## src/phy_port_consts.vh

```
// Purpose: Constants for the MAC-side port, strap latch and pin mux.
// Assumes: APB byte addresses; 32-bit data; pclk at 100 MHz.
// Notes:   Definitions only; included by bare name.
`ifndef PHY_PORT_CONSTS_VH
`define PHY_PORT_CONSTS_VH

// Register byte addresses
`define REG_CTRL_ADDR      12'h000
`define REG_STATUS_ADDR    12'h004

// Control register fields and reset value
`define CTRL_IRQ_POL_BIT   0
`define CTRL_LED_A_LSB     4
`define CTRL_LED_B_LSB     8
`define CTRL_RESET         32'h0000_0100

// LED function codes
`define LED_SEL_ACTIVITY   2'h0
`define LED_SEL_SPEED      2'h1
`define LED_SEL_LINK       2'h2
`define LED_SEL_COLLISION  2'h3

// Status register fields
`define STAT_ADDR_LSB      0
`define STAT_CROSSOVER_BIT 4
`define STAT_RX_TRISTATE_BIT 5
`define STAT_DUPLEX_BIT    6
`define STAT_RMII_BIT      7
`define STAT_AUTONEG_BIT   8
`define STAT_NODE_BIT      9
`define STAT_SPEED_BIT     10
`define STAT_VALID_BIT     11
`define STAT_ISOLATE_BIT   12

// Shared pin indices
`define PIN_ADDR0_LED_A    0
`define PIN_ADDR1_LED_B    1
`define PIN_ADDR2_IRQ      2
`define PIN_ADDR3_RXD2     3
`define PIN_RXD3           4
`define PIN_RXD1           5
`define PIN_RXD0           6
`define PIN_RXDV           7
`define PIN_RXCLK          8
`define PIN_RXER           9
`define PIN_TXCLK          10
`define PIN_COUNT          11

// Interface select strap encoding
`define SEL_RMII           1'b1

// Edges to wait after reset release before straps are taken
`define CAPTURE_WAIT       2'h3

// Nominal reference clock rates in MHz
`define REF_MII_MHZ        25
`define REF_RMII_MHZ       50

`endif

```

## src/sync_bits.v

```verilog
// Purpose: Two flip-flop synchroniser for a vector of levels.
// Assumes: Each bit is an independent level from another domain.
// Notes:   The first stage feeds only the second stage.
`timescale 1ns/1ns
module sync_bits
#(
    parameter WIDTH = 1
)
(
    // Clock and reset
    input  wire             pclk,
    input  wire             presetn,
    // Levels
    input  wire [WIDTH-1:0] async_in,
    output reg  [WIDTH-1:0] sync_out
);

    reg [WIDTH-1:0] meta_reg;

    // Two stages; constants only under reset
    always @(posedge pclk or negedge presetn)
    begin
        if (!presetn)
        begin
            meta_reg <= {WIDTH{1'b0}};
            sync_out <= {WIDTH{1'b0}};
        end
        else
        begin
            meta_reg <= async_in;
            sync_out <= meta_reg;
        end
    end

endmodule

```

## src/mac_port_straps.v

```verilog
// Purpose: MAC-facing MII/RMII port with reset strap latch and pin mux.
// Assumes: Reference clock and MAC pins are foreign; core side is on pclk.
// Notes:   Reference clock is oversampled; its edges pace the data path.
//
// The APB slave port and the placing of the registers were left to the implementer.
`timescale 1ns/1ns
`include "phy_port_consts.vh"

// Functional notes
// MII receive nibble follows receive clock, meaningful only while valid.
// RMII sends two receive bits per reference period while CRS_DV high.
// MII transmit nibble sampled on transmit clock only while enable high.
// Reference is 25 MHz in MII and 50 MHz in RMII.
// Crystal drive output floats in RMII, drives crystal in MII.
// Valid pin carries receive valid in MII, CRS_DV in RMII.
// Receive bits 0,1 driven in both modes; bits 2,3 only in MII.
// Transmit bits 0,1 used in both modes; bits 2,3 only in MII.
// Receive and transmit clock pins driven only in MII.
// Hardware reset clears all strap and interface logic.
// Address bits 0..3 latched from shared pins, which then become outputs; code leaves pin 1 off with rx_tristate_strap, pin 3 off in RMII.
// Mode straps sampled at reset, pins then revert to outputs; code keeps RXD3 and both clock pins off in RMII.
// Interrupt pin active low by default, polarity programmable.
// LED A defaults to activity, function selectable.
// LED B defaults to speed, function selectable.
// After latch, LED B pin may act as receiver isolation input.
// Board holds node-select pin low during reset.
// RMII transmit takes two bits per reference period while enable high.
// Interface strap 1 selects RMII, 0 selects MII.
// Receive tristate strap high turns LED B pin into isolation input.
// Straps captured after reset release; drivers enabled only after that.
// Strap pin drivers stay off while straps are sampled.
module mac_port_straps
(
    // Clock and reset
    input  wire        pclk,
    input  wire        presetn,
    // APB slave
    input  wire        psel,
    input  wire        penable,
    input  wire        pwrite,
    input  wire [11:0] paddr,
    input  wire [31:0] pwdata,
    output wire        pready,
    output wire        pslverr,
    output reg  [31:0] prdata,
    // Reference clock and crystal drive
    input  wire        ref_clock_in,
    output reg         crystal_drive_out,
    output reg         crystal_drive_oe,
    // MAC transmit pins
    input  wire        tx_en_pin,
    input  wire [3:0]  tx_data_pin,
    // Shared strap/output pins
    input  wire [10:0] strap_pin_in,
    output reg  [10:0] strap_pin_out,
    output reg  [10:0] strap_pin_oe,
    // Core receive side
    input  wire [3:0]  rx_data_in,
    input  wire        rx_valid_in,
    input  wire        rx_error_in,
    // Core transmit side
    output reg  [3:0]  tx_nibble_out,
    output reg         tx_valid_out,
    // Core events for LEDs and interrupt
    input  wire        irq_event_in,
    input  wire        activity_in,
    input  wire        speed100_in,
    input  wire        link_in,
    input  wire        collision_in,
    // Latched configuration and live isolation input
    output reg  [3:0]  phy_addr,
    output reg         crossover_auto_strap,
    output reg         rx_tristate_strap,
    output reg         full_duplex_strap,
    output reg         rmii_mode,
    output reg         autoneg_enable_strap,
    output reg         node_select_strap,
    output reg         speed_100_strap,
    output reg         straps_valid,
    output wire        rx_isolate
);

    wire [16:0] raw_async;
    wire [16:0] synced;
    wire [10:0] pin_s;
    wire        ref_s;
    wire        tx_en_s;
    wire [3:0]  tx_data_s;
    reg         ref_d_reg;
    reg  [1:0]  wait_reg;
    reg  [31:0] ctrl_reg;
    wire        ref_rise;
    wire        ref_fall;
    wire        mii;
    wire        drive_rx;
    wire        irq_pol;
    wire [1:0]  led_a_sel;
    wire [1:0]  led_b_sel;
    wire [31:0] status_word;
    wire        addr_ok;

    // Every foreign input passes two flops before use
    assign raw_async = {tx_data_pin, tx_en_pin, ref_clock_in, strap_pin_in};

    sync_bits
    #(
        .WIDTH (17)
    )
    u_sync
    (
        .pclk     (pclk),
        .presetn  (presetn),
        .async_in (raw_async),
        .sync_out (synced)
    );

    assign pin_s     = synced[10:0];
    assign ref_s     = synced[11];
    assign tx_en_s   = synced[12];
    assign tx_data_s = synced[16:13];

    // Reference edge finder on the synchronised level
    always @(posedge pclk or negedge presetn)
    begin
        if (!presetn)
            ref_d_reg <= 1'b0;
        else
            ref_d_reg <= ref_s;
    end

    assign ref_rise = ref_s & ~ref_d_reg;
    assign ref_fall = ~ref_s & ref_d_reg;

    // Strap capture: wait for the synchroniser to fill after release,
    // so the pulls, not stale reset zeros, set the latched level.
    always @(posedge pclk or negedge presetn)
    begin
        if (!presetn)
        begin
            wait_reg             <= 2'h0;
            straps_valid         <= 1'b0;
            phy_addr             <= 4'h0;
            crossover_auto_strap <= 1'b0;
            rx_tristate_strap    <= 1'b0;
            full_duplex_strap    <= 1'b0;
            rmii_mode            <= 1'b0;
            autoneg_enable_strap <= 1'b0;
            node_select_strap    <= 1'b0;
            speed_100_strap      <= 1'b0;
        end
        else if (!straps_valid)
        begin
            if (wait_reg == `CAPTURE_WAIT)
            begin
                straps_valid         <= 1'b1;
                phy_addr[0]          <= pin_s[`PIN_ADDR0_LED_A];
                phy_addr[1]          <= pin_s[`PIN_ADDR1_LED_B];
                phy_addr[2]          <= pin_s[`PIN_ADDR2_IRQ];
                phy_addr[3]          <= pin_s[`PIN_ADDR3_RXD2];
                crossover_auto_strap <= pin_s[`PIN_RXD3];
                rx_tristate_strap    <= pin_s[`PIN_RXD1];
                full_duplex_strap    <= pin_s[`PIN_RXD0];
                rmii_mode <= (pin_s[`PIN_RXDV] == `SEL_RMII);
                autoneg_enable_strap <= pin_s[`PIN_RXCLK];
                node_select_strap    <= pin_s[`PIN_RXER];
                speed_100_strap      <= pin_s[`PIN_TXCLK];
            end
            else
                wait_reg <= wait_reg + 2'h1;
        end
    end

    // Mode and isolation decode
    assign mii        = ~rmii_mode;
    assign rx_isolate = rx_tristate_strap & straps_valid
                        & pin_s[`PIN_ADDR1_LED_B];
    assign drive_rx   = straps_valid & ~rx_isolate;
    assign irq_pol    = ctrl_reg[`CTRL_IRQ_POL_BIT];
    assign led_a_sel  = ctrl_reg[`CTRL_LED_A_LSB+1:`CTRL_LED_A_LSB];
    assign led_b_sel  = ctrl_reg[`CTRL_LED_B_LSB+1:`CTRL_LED_B_LSB];

    // LED function mux shared by both LEDs
    function led_pick;
        input [1:0] sel;
        input       act;
        input       spd;
        input       lnk;
        input       col;
        begin
            case (sel)
                `LED_SEL_ACTIVITY: led_pick = act;
                `LED_SEL_SPEED:    led_pick = spd;
                `LED_SEL_LINK:     led_pick = lnk;
                `LED_SEL_COLLISION: led_pick = col;
                default:           led_pick = act;
            endcase
        end
    endfunction

    // Output enables; all off until capture so pulls set strap levels
    always @(posedge pclk or negedge presetn)
    begin
        if (!presetn)
            strap_pin_oe <= 11'h000;
        else
        begin
            strap_pin_oe[`PIN_ADDR0_LED_A] <= straps_valid;
            strap_pin_oe[`PIN_ADDR1_LED_B] <= straps_valid
                                              & ~rx_tristate_strap;
            strap_pin_oe[`PIN_ADDR2_IRQ]   <= straps_valid;
            strap_pin_oe[`PIN_ADDR3_RXD2]  <= drive_rx & mii;
            strap_pin_oe[`PIN_RXD3]        <= drive_rx & mii;
            strap_pin_oe[`PIN_RXD1]        <= drive_rx;
            strap_pin_oe[`PIN_RXD0]        <= drive_rx;
            strap_pin_oe[`PIN_RXDV]        <= drive_rx;
            strap_pin_oe[`PIN_RXCLK]       <= straps_valid & mii;
            strap_pin_oe[`PIN_RXER]        <= drive_rx;
            strap_pin_oe[`PIN_TXCLK]       <= straps_valid & mii;
        end
    end

    // Pin data: clocks follow the reference, receive data changes on
    // its falling edge so the MAC sees it stable at the rising edge.
    always @(posedge pclk or negedge presetn)
    begin
        if (!presetn)
            strap_pin_out <= 11'h000;
        else
        begin
            strap_pin_out[`PIN_ADDR0_LED_A] <= led_pick(led_a_sel,
                activity_in, speed100_in, link_in, collision_in);
            strap_pin_out[`PIN_ADDR1_LED_B] <= led_pick(led_b_sel,
                activity_in, speed100_in, link_in, collision_in);
            strap_pin_out[`PIN_ADDR2_IRQ]   <= irq_pol ? irq_event_in
                                                       : ~irq_event_in;
            strap_pin_out[`PIN_RXCLK]       <= ref_s & mii;
            strap_pin_out[`PIN_TXCLK]       <= ref_s & mii;
            if (ref_fall)
            begin
                // Data is zeroed outside valid; MAC must ignore it anyway
                strap_pin_out[`PIN_RXD0] <= rx_valid_in
                                            & rx_data_in[0];
                strap_pin_out[`PIN_RXD1] <= rx_valid_in
                                            & rx_data_in[1];
                strap_pin_out[`PIN_ADDR3_RXD2] <= rx_valid_in & mii
                                                  & rx_data_in[2];
                strap_pin_out[`PIN_RXD3] <= rx_valid_in & mii
                                            & rx_data_in[3];
                strap_pin_out[`PIN_RXDV] <= rx_valid_in;
                strap_pin_out[`PIN_RXER] <= rx_error_in;
            end
        end
    end

    // Crystal drive: inverted reference in MII, floating in RMII
    always @(posedge pclk or negedge presetn)
    begin
        if (!presetn)
        begin
            crystal_drive_out <= 1'b0;
            crystal_drive_oe  <= 1'b0;
        end
        else
        begin
            crystal_drive_out <= ~ref_s & mii;
            crystal_drive_oe  <= straps_valid & mii;
        end
    end

    // Transmit capture on reference rise: the same sampled clock paces
    // MII at 25 MHz and RMII at 50 MHz, so no mode-specific timer.
    always @(posedge pclk or negedge presetn)
    begin
        if (!presetn)
        begin
            tx_nibble_out <= 4'h0;
            tx_valid_out  <= 1'b0;
        end
        else
        begin
            tx_valid_out <= 1'b0;
            if (ref_rise && straps_valid && tx_en_s)
            begin
                tx_valid_out       <= 1'b1;
                tx_nibble_out[1:0] <= tx_data_s[1:0];
                tx_nibble_out[3:2] <= mii ? tx_data_s[3:2]
                                          : 2'h0;
            end
        end
    end

    // APB slave: zero wait states, error on unmapped address
    assign addr_ok = (paddr == `REG_CTRL_ADDR)
                     || (paddr == `REG_STATUS_ADDR);
    assign pready  = 1'b1;
    assign pslverr = psel & penable & ~addr_ok;

    assign status_word = {19'h0_0000,
                          rx_isolate, straps_valid, speed_100_strap,
                          node_select_strap, autoneg_enable_strap,
                          rmii_mode, full_duplex_strap, rx_tristate_strap,
                          crossover_auto_strap, phy_addr};

    // Control writes take effect at the access edge
    always @(posedge pclk or negedge presetn)
    begin
        if (!presetn)
            ctrl_reg <= `CTRL_RESET;
        else if (psel && penable && pwrite
                 && paddr == `REG_CTRL_ADDR)
            ctrl_reg <= pwdata & 32'h0000_0331;
    end

    // Read data registered in the setup cycle
    always @(posedge pclk or negedge presetn)
    begin
        if (!presetn)
            prdata <= 32'h0000_0000;
        else if (psel && !penable && !pwrite)
        begin
            case (paddr)
                `REG_CTRL_ADDR:   prdata <= ctrl_reg;
                `REG_STATUS_ADDR: prdata <= status_word;
                default:          prdata <= 32'h0000_0000;
            endcase
        end
    end

endmodule

```

## config.mk

```make
export PLATFORM = sky130hd
export DESIGN_NAME = mac_port_straps
export DESIGN_NICKNAME = d
export VERILOG_FILES = /design/src/sync_bits.v /design/src/mac_port_straps.v
export VERILOG_INCLUDE_DIRS = /design/src
export SDC_FILE = /design/constraint.sdc
export NUM_CORES = 1
export LEC_CHECK = 0
export BUFFER_PORTS_ARGS = -buffer_cell sky130_fd_sc_hd__buf_2
export CAP_MARGIN = 0
export CELL_PAD_IN_SITES_DETAIL_PLACEMENT = 0
export CELL_PAD_IN_SITES_GLOBAL_PLACEMENT = 1
export CORE_MARGIN = 5
export CORE_UTILIZATION = 30
export CTS_BUF_LIST = sky130_fd_sc_hd__clkbuf_8
export CTS_CLUSTER_DIAMETER = 50
export DETAILED_ROUTE_END_ITERATION = 10
export GPL_ROUTABILITY_DRIVEN = 1
export PLACE_DENSITY = 0.8
export RECOVER_POWER = 25
export SKIP_LAST_GASP = 1
export SYNTH_ARGS = -nofsm -noshare
export SYNTH_HDL_FRONTEND = slang
export SYNTH_SLANG_ARGS = --single-unit
export TNS_END_PERCENT = 20
```

## constraint.sdc

```tcl
create_clock -name pclk -period 3.3 [get_ports pclk]
set_clock_uncertainty 0.15 [all_clocks]
set_input_delay 0.165 -clock pclk [delete_from_list [all_inputs] [get_ports pclk]]
set_output_delay 0.165 -clock pclk [all_outputs]
set_load 0.01 [all_outputs]
```

==> flow_summary_export.csv <==
group,metric,value,unit
cts,clockRootBuffer,"clkbuf_8",
final_layout,final_nets,446,
timing,worst-slew-pin-transition,1.08,ns
synthesis,synth.distinct_cells,33,
synthesis,yosys.area_share.adder,0.390,%
route,drtIter0Drc,99,
placed_design,place_ws,1.31,ns
power_and_ir_drop,p_per_area,491,nW/um^2
power_and_ir_drop,p_int,1620,uW
synthesis,yosysTopAreaCell,"dfrtp_1",
synthesis,synthMuxAreaShare,8.23,%
synthesis,avgSynthCellArea,13.8,um^2
synthesis,synth_flop_cell,"dfrtp_1",
synthesis,synth-simple-area-share,8.47,%
floorplanning,initial_core_util,30.9,%
critical_path,critical_path_class,"reg -> reg",
floorplanning,die_w,113,um
synthesis,synth_warnings,0,
synthesis,ys_seq_area_share,68.7,%
cts,cts_buffers,9,
synthesis,netlist_area,3210,um^2
synthesis,synth_cells,233,
grt,grt_pass1_wl,11000,um
synthesis,synth_compound_area_share,4.76,%
synthesis,synth_top_family_by_area,"buffers and inverters",
floorplanning,die_h,113,um
synthesis,synth.most_common_cell,"dfrtp_1",
timing,fin_crit_sh,59.4,%
floorplanning,rows,37,
critical_path,cp.required,3.38,ns
critical_path,crit_path_max_fanout,12,
timing,min_period,1.96,ns
placed_design,io_buffers,105,
synthesis,async_flop_share,100,%
critical_path,end_kind,"flop",
floorplanning,io_pins,153,
timing,relSlewSlack,27.7,%
power_and_ir_drop,ir_drop,162,uV
final_layout,antenna_cells,0,
floorplanning,coreArea,10400,um^2
power_and_ir_drop,p_seq_share,54.9,%
grt,track_usage,11.1,%
final_layout,drive_gt1_share,34.1,%
route,drc_errors,0,
synthesis,netlist.area_leader.share,67.9,%
route,viasPerCell,4.17,
timing,hold_viol,0,
job,maxCapViolCount,0,
grt,antenna_found_initial,0,
cts,cts_resized,0,
cts,insertion_delay,0.35,ns
cts,cts_tree,"yes",
route,drt.antenna.violating_nets,0,
grt,overflow,0,
critical_path,startpoint_type,"flop",
power_and_ir_drop,p_switching,473,uW
cts,clockBufferDepth,2,
route,wire_per_inst,13.6,um
timing,drv_slew,0,
timing,setup_viol,0,
synthesis,synth-xor-area-share,0.546,%
worst_hold_path,hp-class,"in -> reg",
power_and_ir_drop,combPwrFrac,9.1,%
timing,max_freq,0.510,GHz
synthesis,synth-seq-cells,88,
synthesis,synthTopCellsByArea,"dfrtp_1 (68%), buf_4 (6.6%), mux2_2 (5.3%), nand2_1 (3.3%), o21ai_0 (2.7%)",
placed_design,place_hpwl,4910,um
synthesis,synth_common_cells,"dfrtp_1 (87), buf_4 (28), nand2_1 (28), o21ai_0 (17), mux2_2 (15)",
timing,worst_slack,1.34,ns
power_and_ir_drop,switching_share,22.5,%
power_and_ir_drop,power_leakage,0.00207,uW
floorplanning,die_area,12900,um^2
cts,cts_max_level,3,
cts,clk_pin_slew_worst_paths,0.09,ns
final_layout,area_delta_synth_final,33.0,%
critical_path,crit_arrival,2.04,ns
power_and_ir_drop,clkPwrFrac,36.0,%
grt,grt_max_degree,89,
timing,fin_tns_setup,0,ns
route,firstDrtPassIters,4,
grt,grt_pass1_vias,2216,
placed_design,place_congestion,0.756,
outcome,status,"finished, final reports clean",
synthesis,synth-edff-count,0,
route,wirelength,6910,um
cts,cts_sinks,88,
route,num_vias,2119,
timing,rsz0062_at_grt,"false",
## path summary, 6_finish.rpt
path	startpoint	end	slack [ns]	cells after the start
max	wait_reg[0]	phy_addr[0]	1.34	3
max in group asynchronous	presetn	strap_pin_out[5]	1.90	2
max reg2reg	wait_reg[0]	phy_addr[0]	1.34	3
min reg2reg	u_sync.meta_reg[8]	u_sync.sync_out[8]	0.20	0
min in group asynchronous	presetn	u_sync.meta_reg[0]	0.40	2
min	activity_in	strap_pin_out[1]	0.01	2
## power by group through the flow
| stage | combinational [uW] | clock [uW] | sequential (uW) |
|---|---|---|---|
| CTS | 199 | 787 | 1150 |
| finish | 191 | 754 | 1150 |
| detailed placement | 167 | 0 | 1170 |
| floorplan | 77.2 | 0 | 1180 |
| global placement | 163 | 0 | 1170 |
| global route | 213 | 831 | 1160 |
## critical path, cell delays in order (launching register included)
cell and delay (ns):
dfrtp_1 0.37, ha_1 0.17, nor2b_1 0.74, mux2_2 0.42
## metrics by stage
stage / utilization (%) / power, uW / instances / hold slack (ns) / cell area [um^2]
final: 41.1 / 2100 / 508 / 0.0112 / 4270
after global routing: 41.1 / 2200 / 508 / 0.00323 / 4270
after CTS: 41.3 / 2140 / 508 / 0.00274 / 4280
after detailed placement: 36.0 / 1340 / 459 / 0.125 / 3740
after global placement: 36.0 / 1330 / 459 / 0.124 / 3740
after floorplan: - / 1260 / 251 / -0.281 / 3270
## layout make-up
| type | count | area, um^2 |
|---|---|---|
| fillers | 1021 | 6100 |
| flip-flops and latches | 88 | 2200 |
| repair buffers | 140 | 858 |
| multi-input cells | 120 | 793 |
| well taps | 136 | 170 |
| clock buffers | 12 | 165 |
| clock inverters | 3 | 41.3 |
| inverters | 9 | 33.8 |
## kinds of logic after synthesis
family,after synthesis
multiplexers,22
buffers and inverters,43
adder cells (fa/ha/maj),1
flip-flops,88
AO/OA/AOI/OAI,26
other,2
AND/OR/NAND/NOR,49
XOR/XNOR,2
## layer usage
metal | global-route usage (%) | vias to the layer above | part of all wire (%)
li1 | - | 999 | -
met1 | 12.3 | 1037 | 38
met2 | 19.7 | 72 | 53
met3 | 2.65 | 11 | 6.7
met4 | 5.77 | 0 | 2.2
met5 | 0 | - | 0
## cells in the final DEF (no fill, tap or decap), types with 2 or more instances in the layout
cell            n
a22o_1          2
and3_1          2
buf_2          89
buf_4           2
clkbuf_1       14
clkbuf_8       12
conb_1         20
dfrtp_1        87
dlygate4sd3_1  34
inv_1          10
mux2_2         15
mux2i_1         5
mux4_2          2
nand2_1        28
nor2_1          5
nor2b_1         2
nor4_4          2
o21ai_0        17
o31ai_1         6
## what timing repair did
| item | 4_1_cts | 5_1_grt |
|---|---|---|
| hold endpoints to repair | 117 | 0 |
| setup buffers | 0 | 0 |
| hold buffers | 34 | 0 |
No activity file was read; power rests on OpenSTA's default activity.
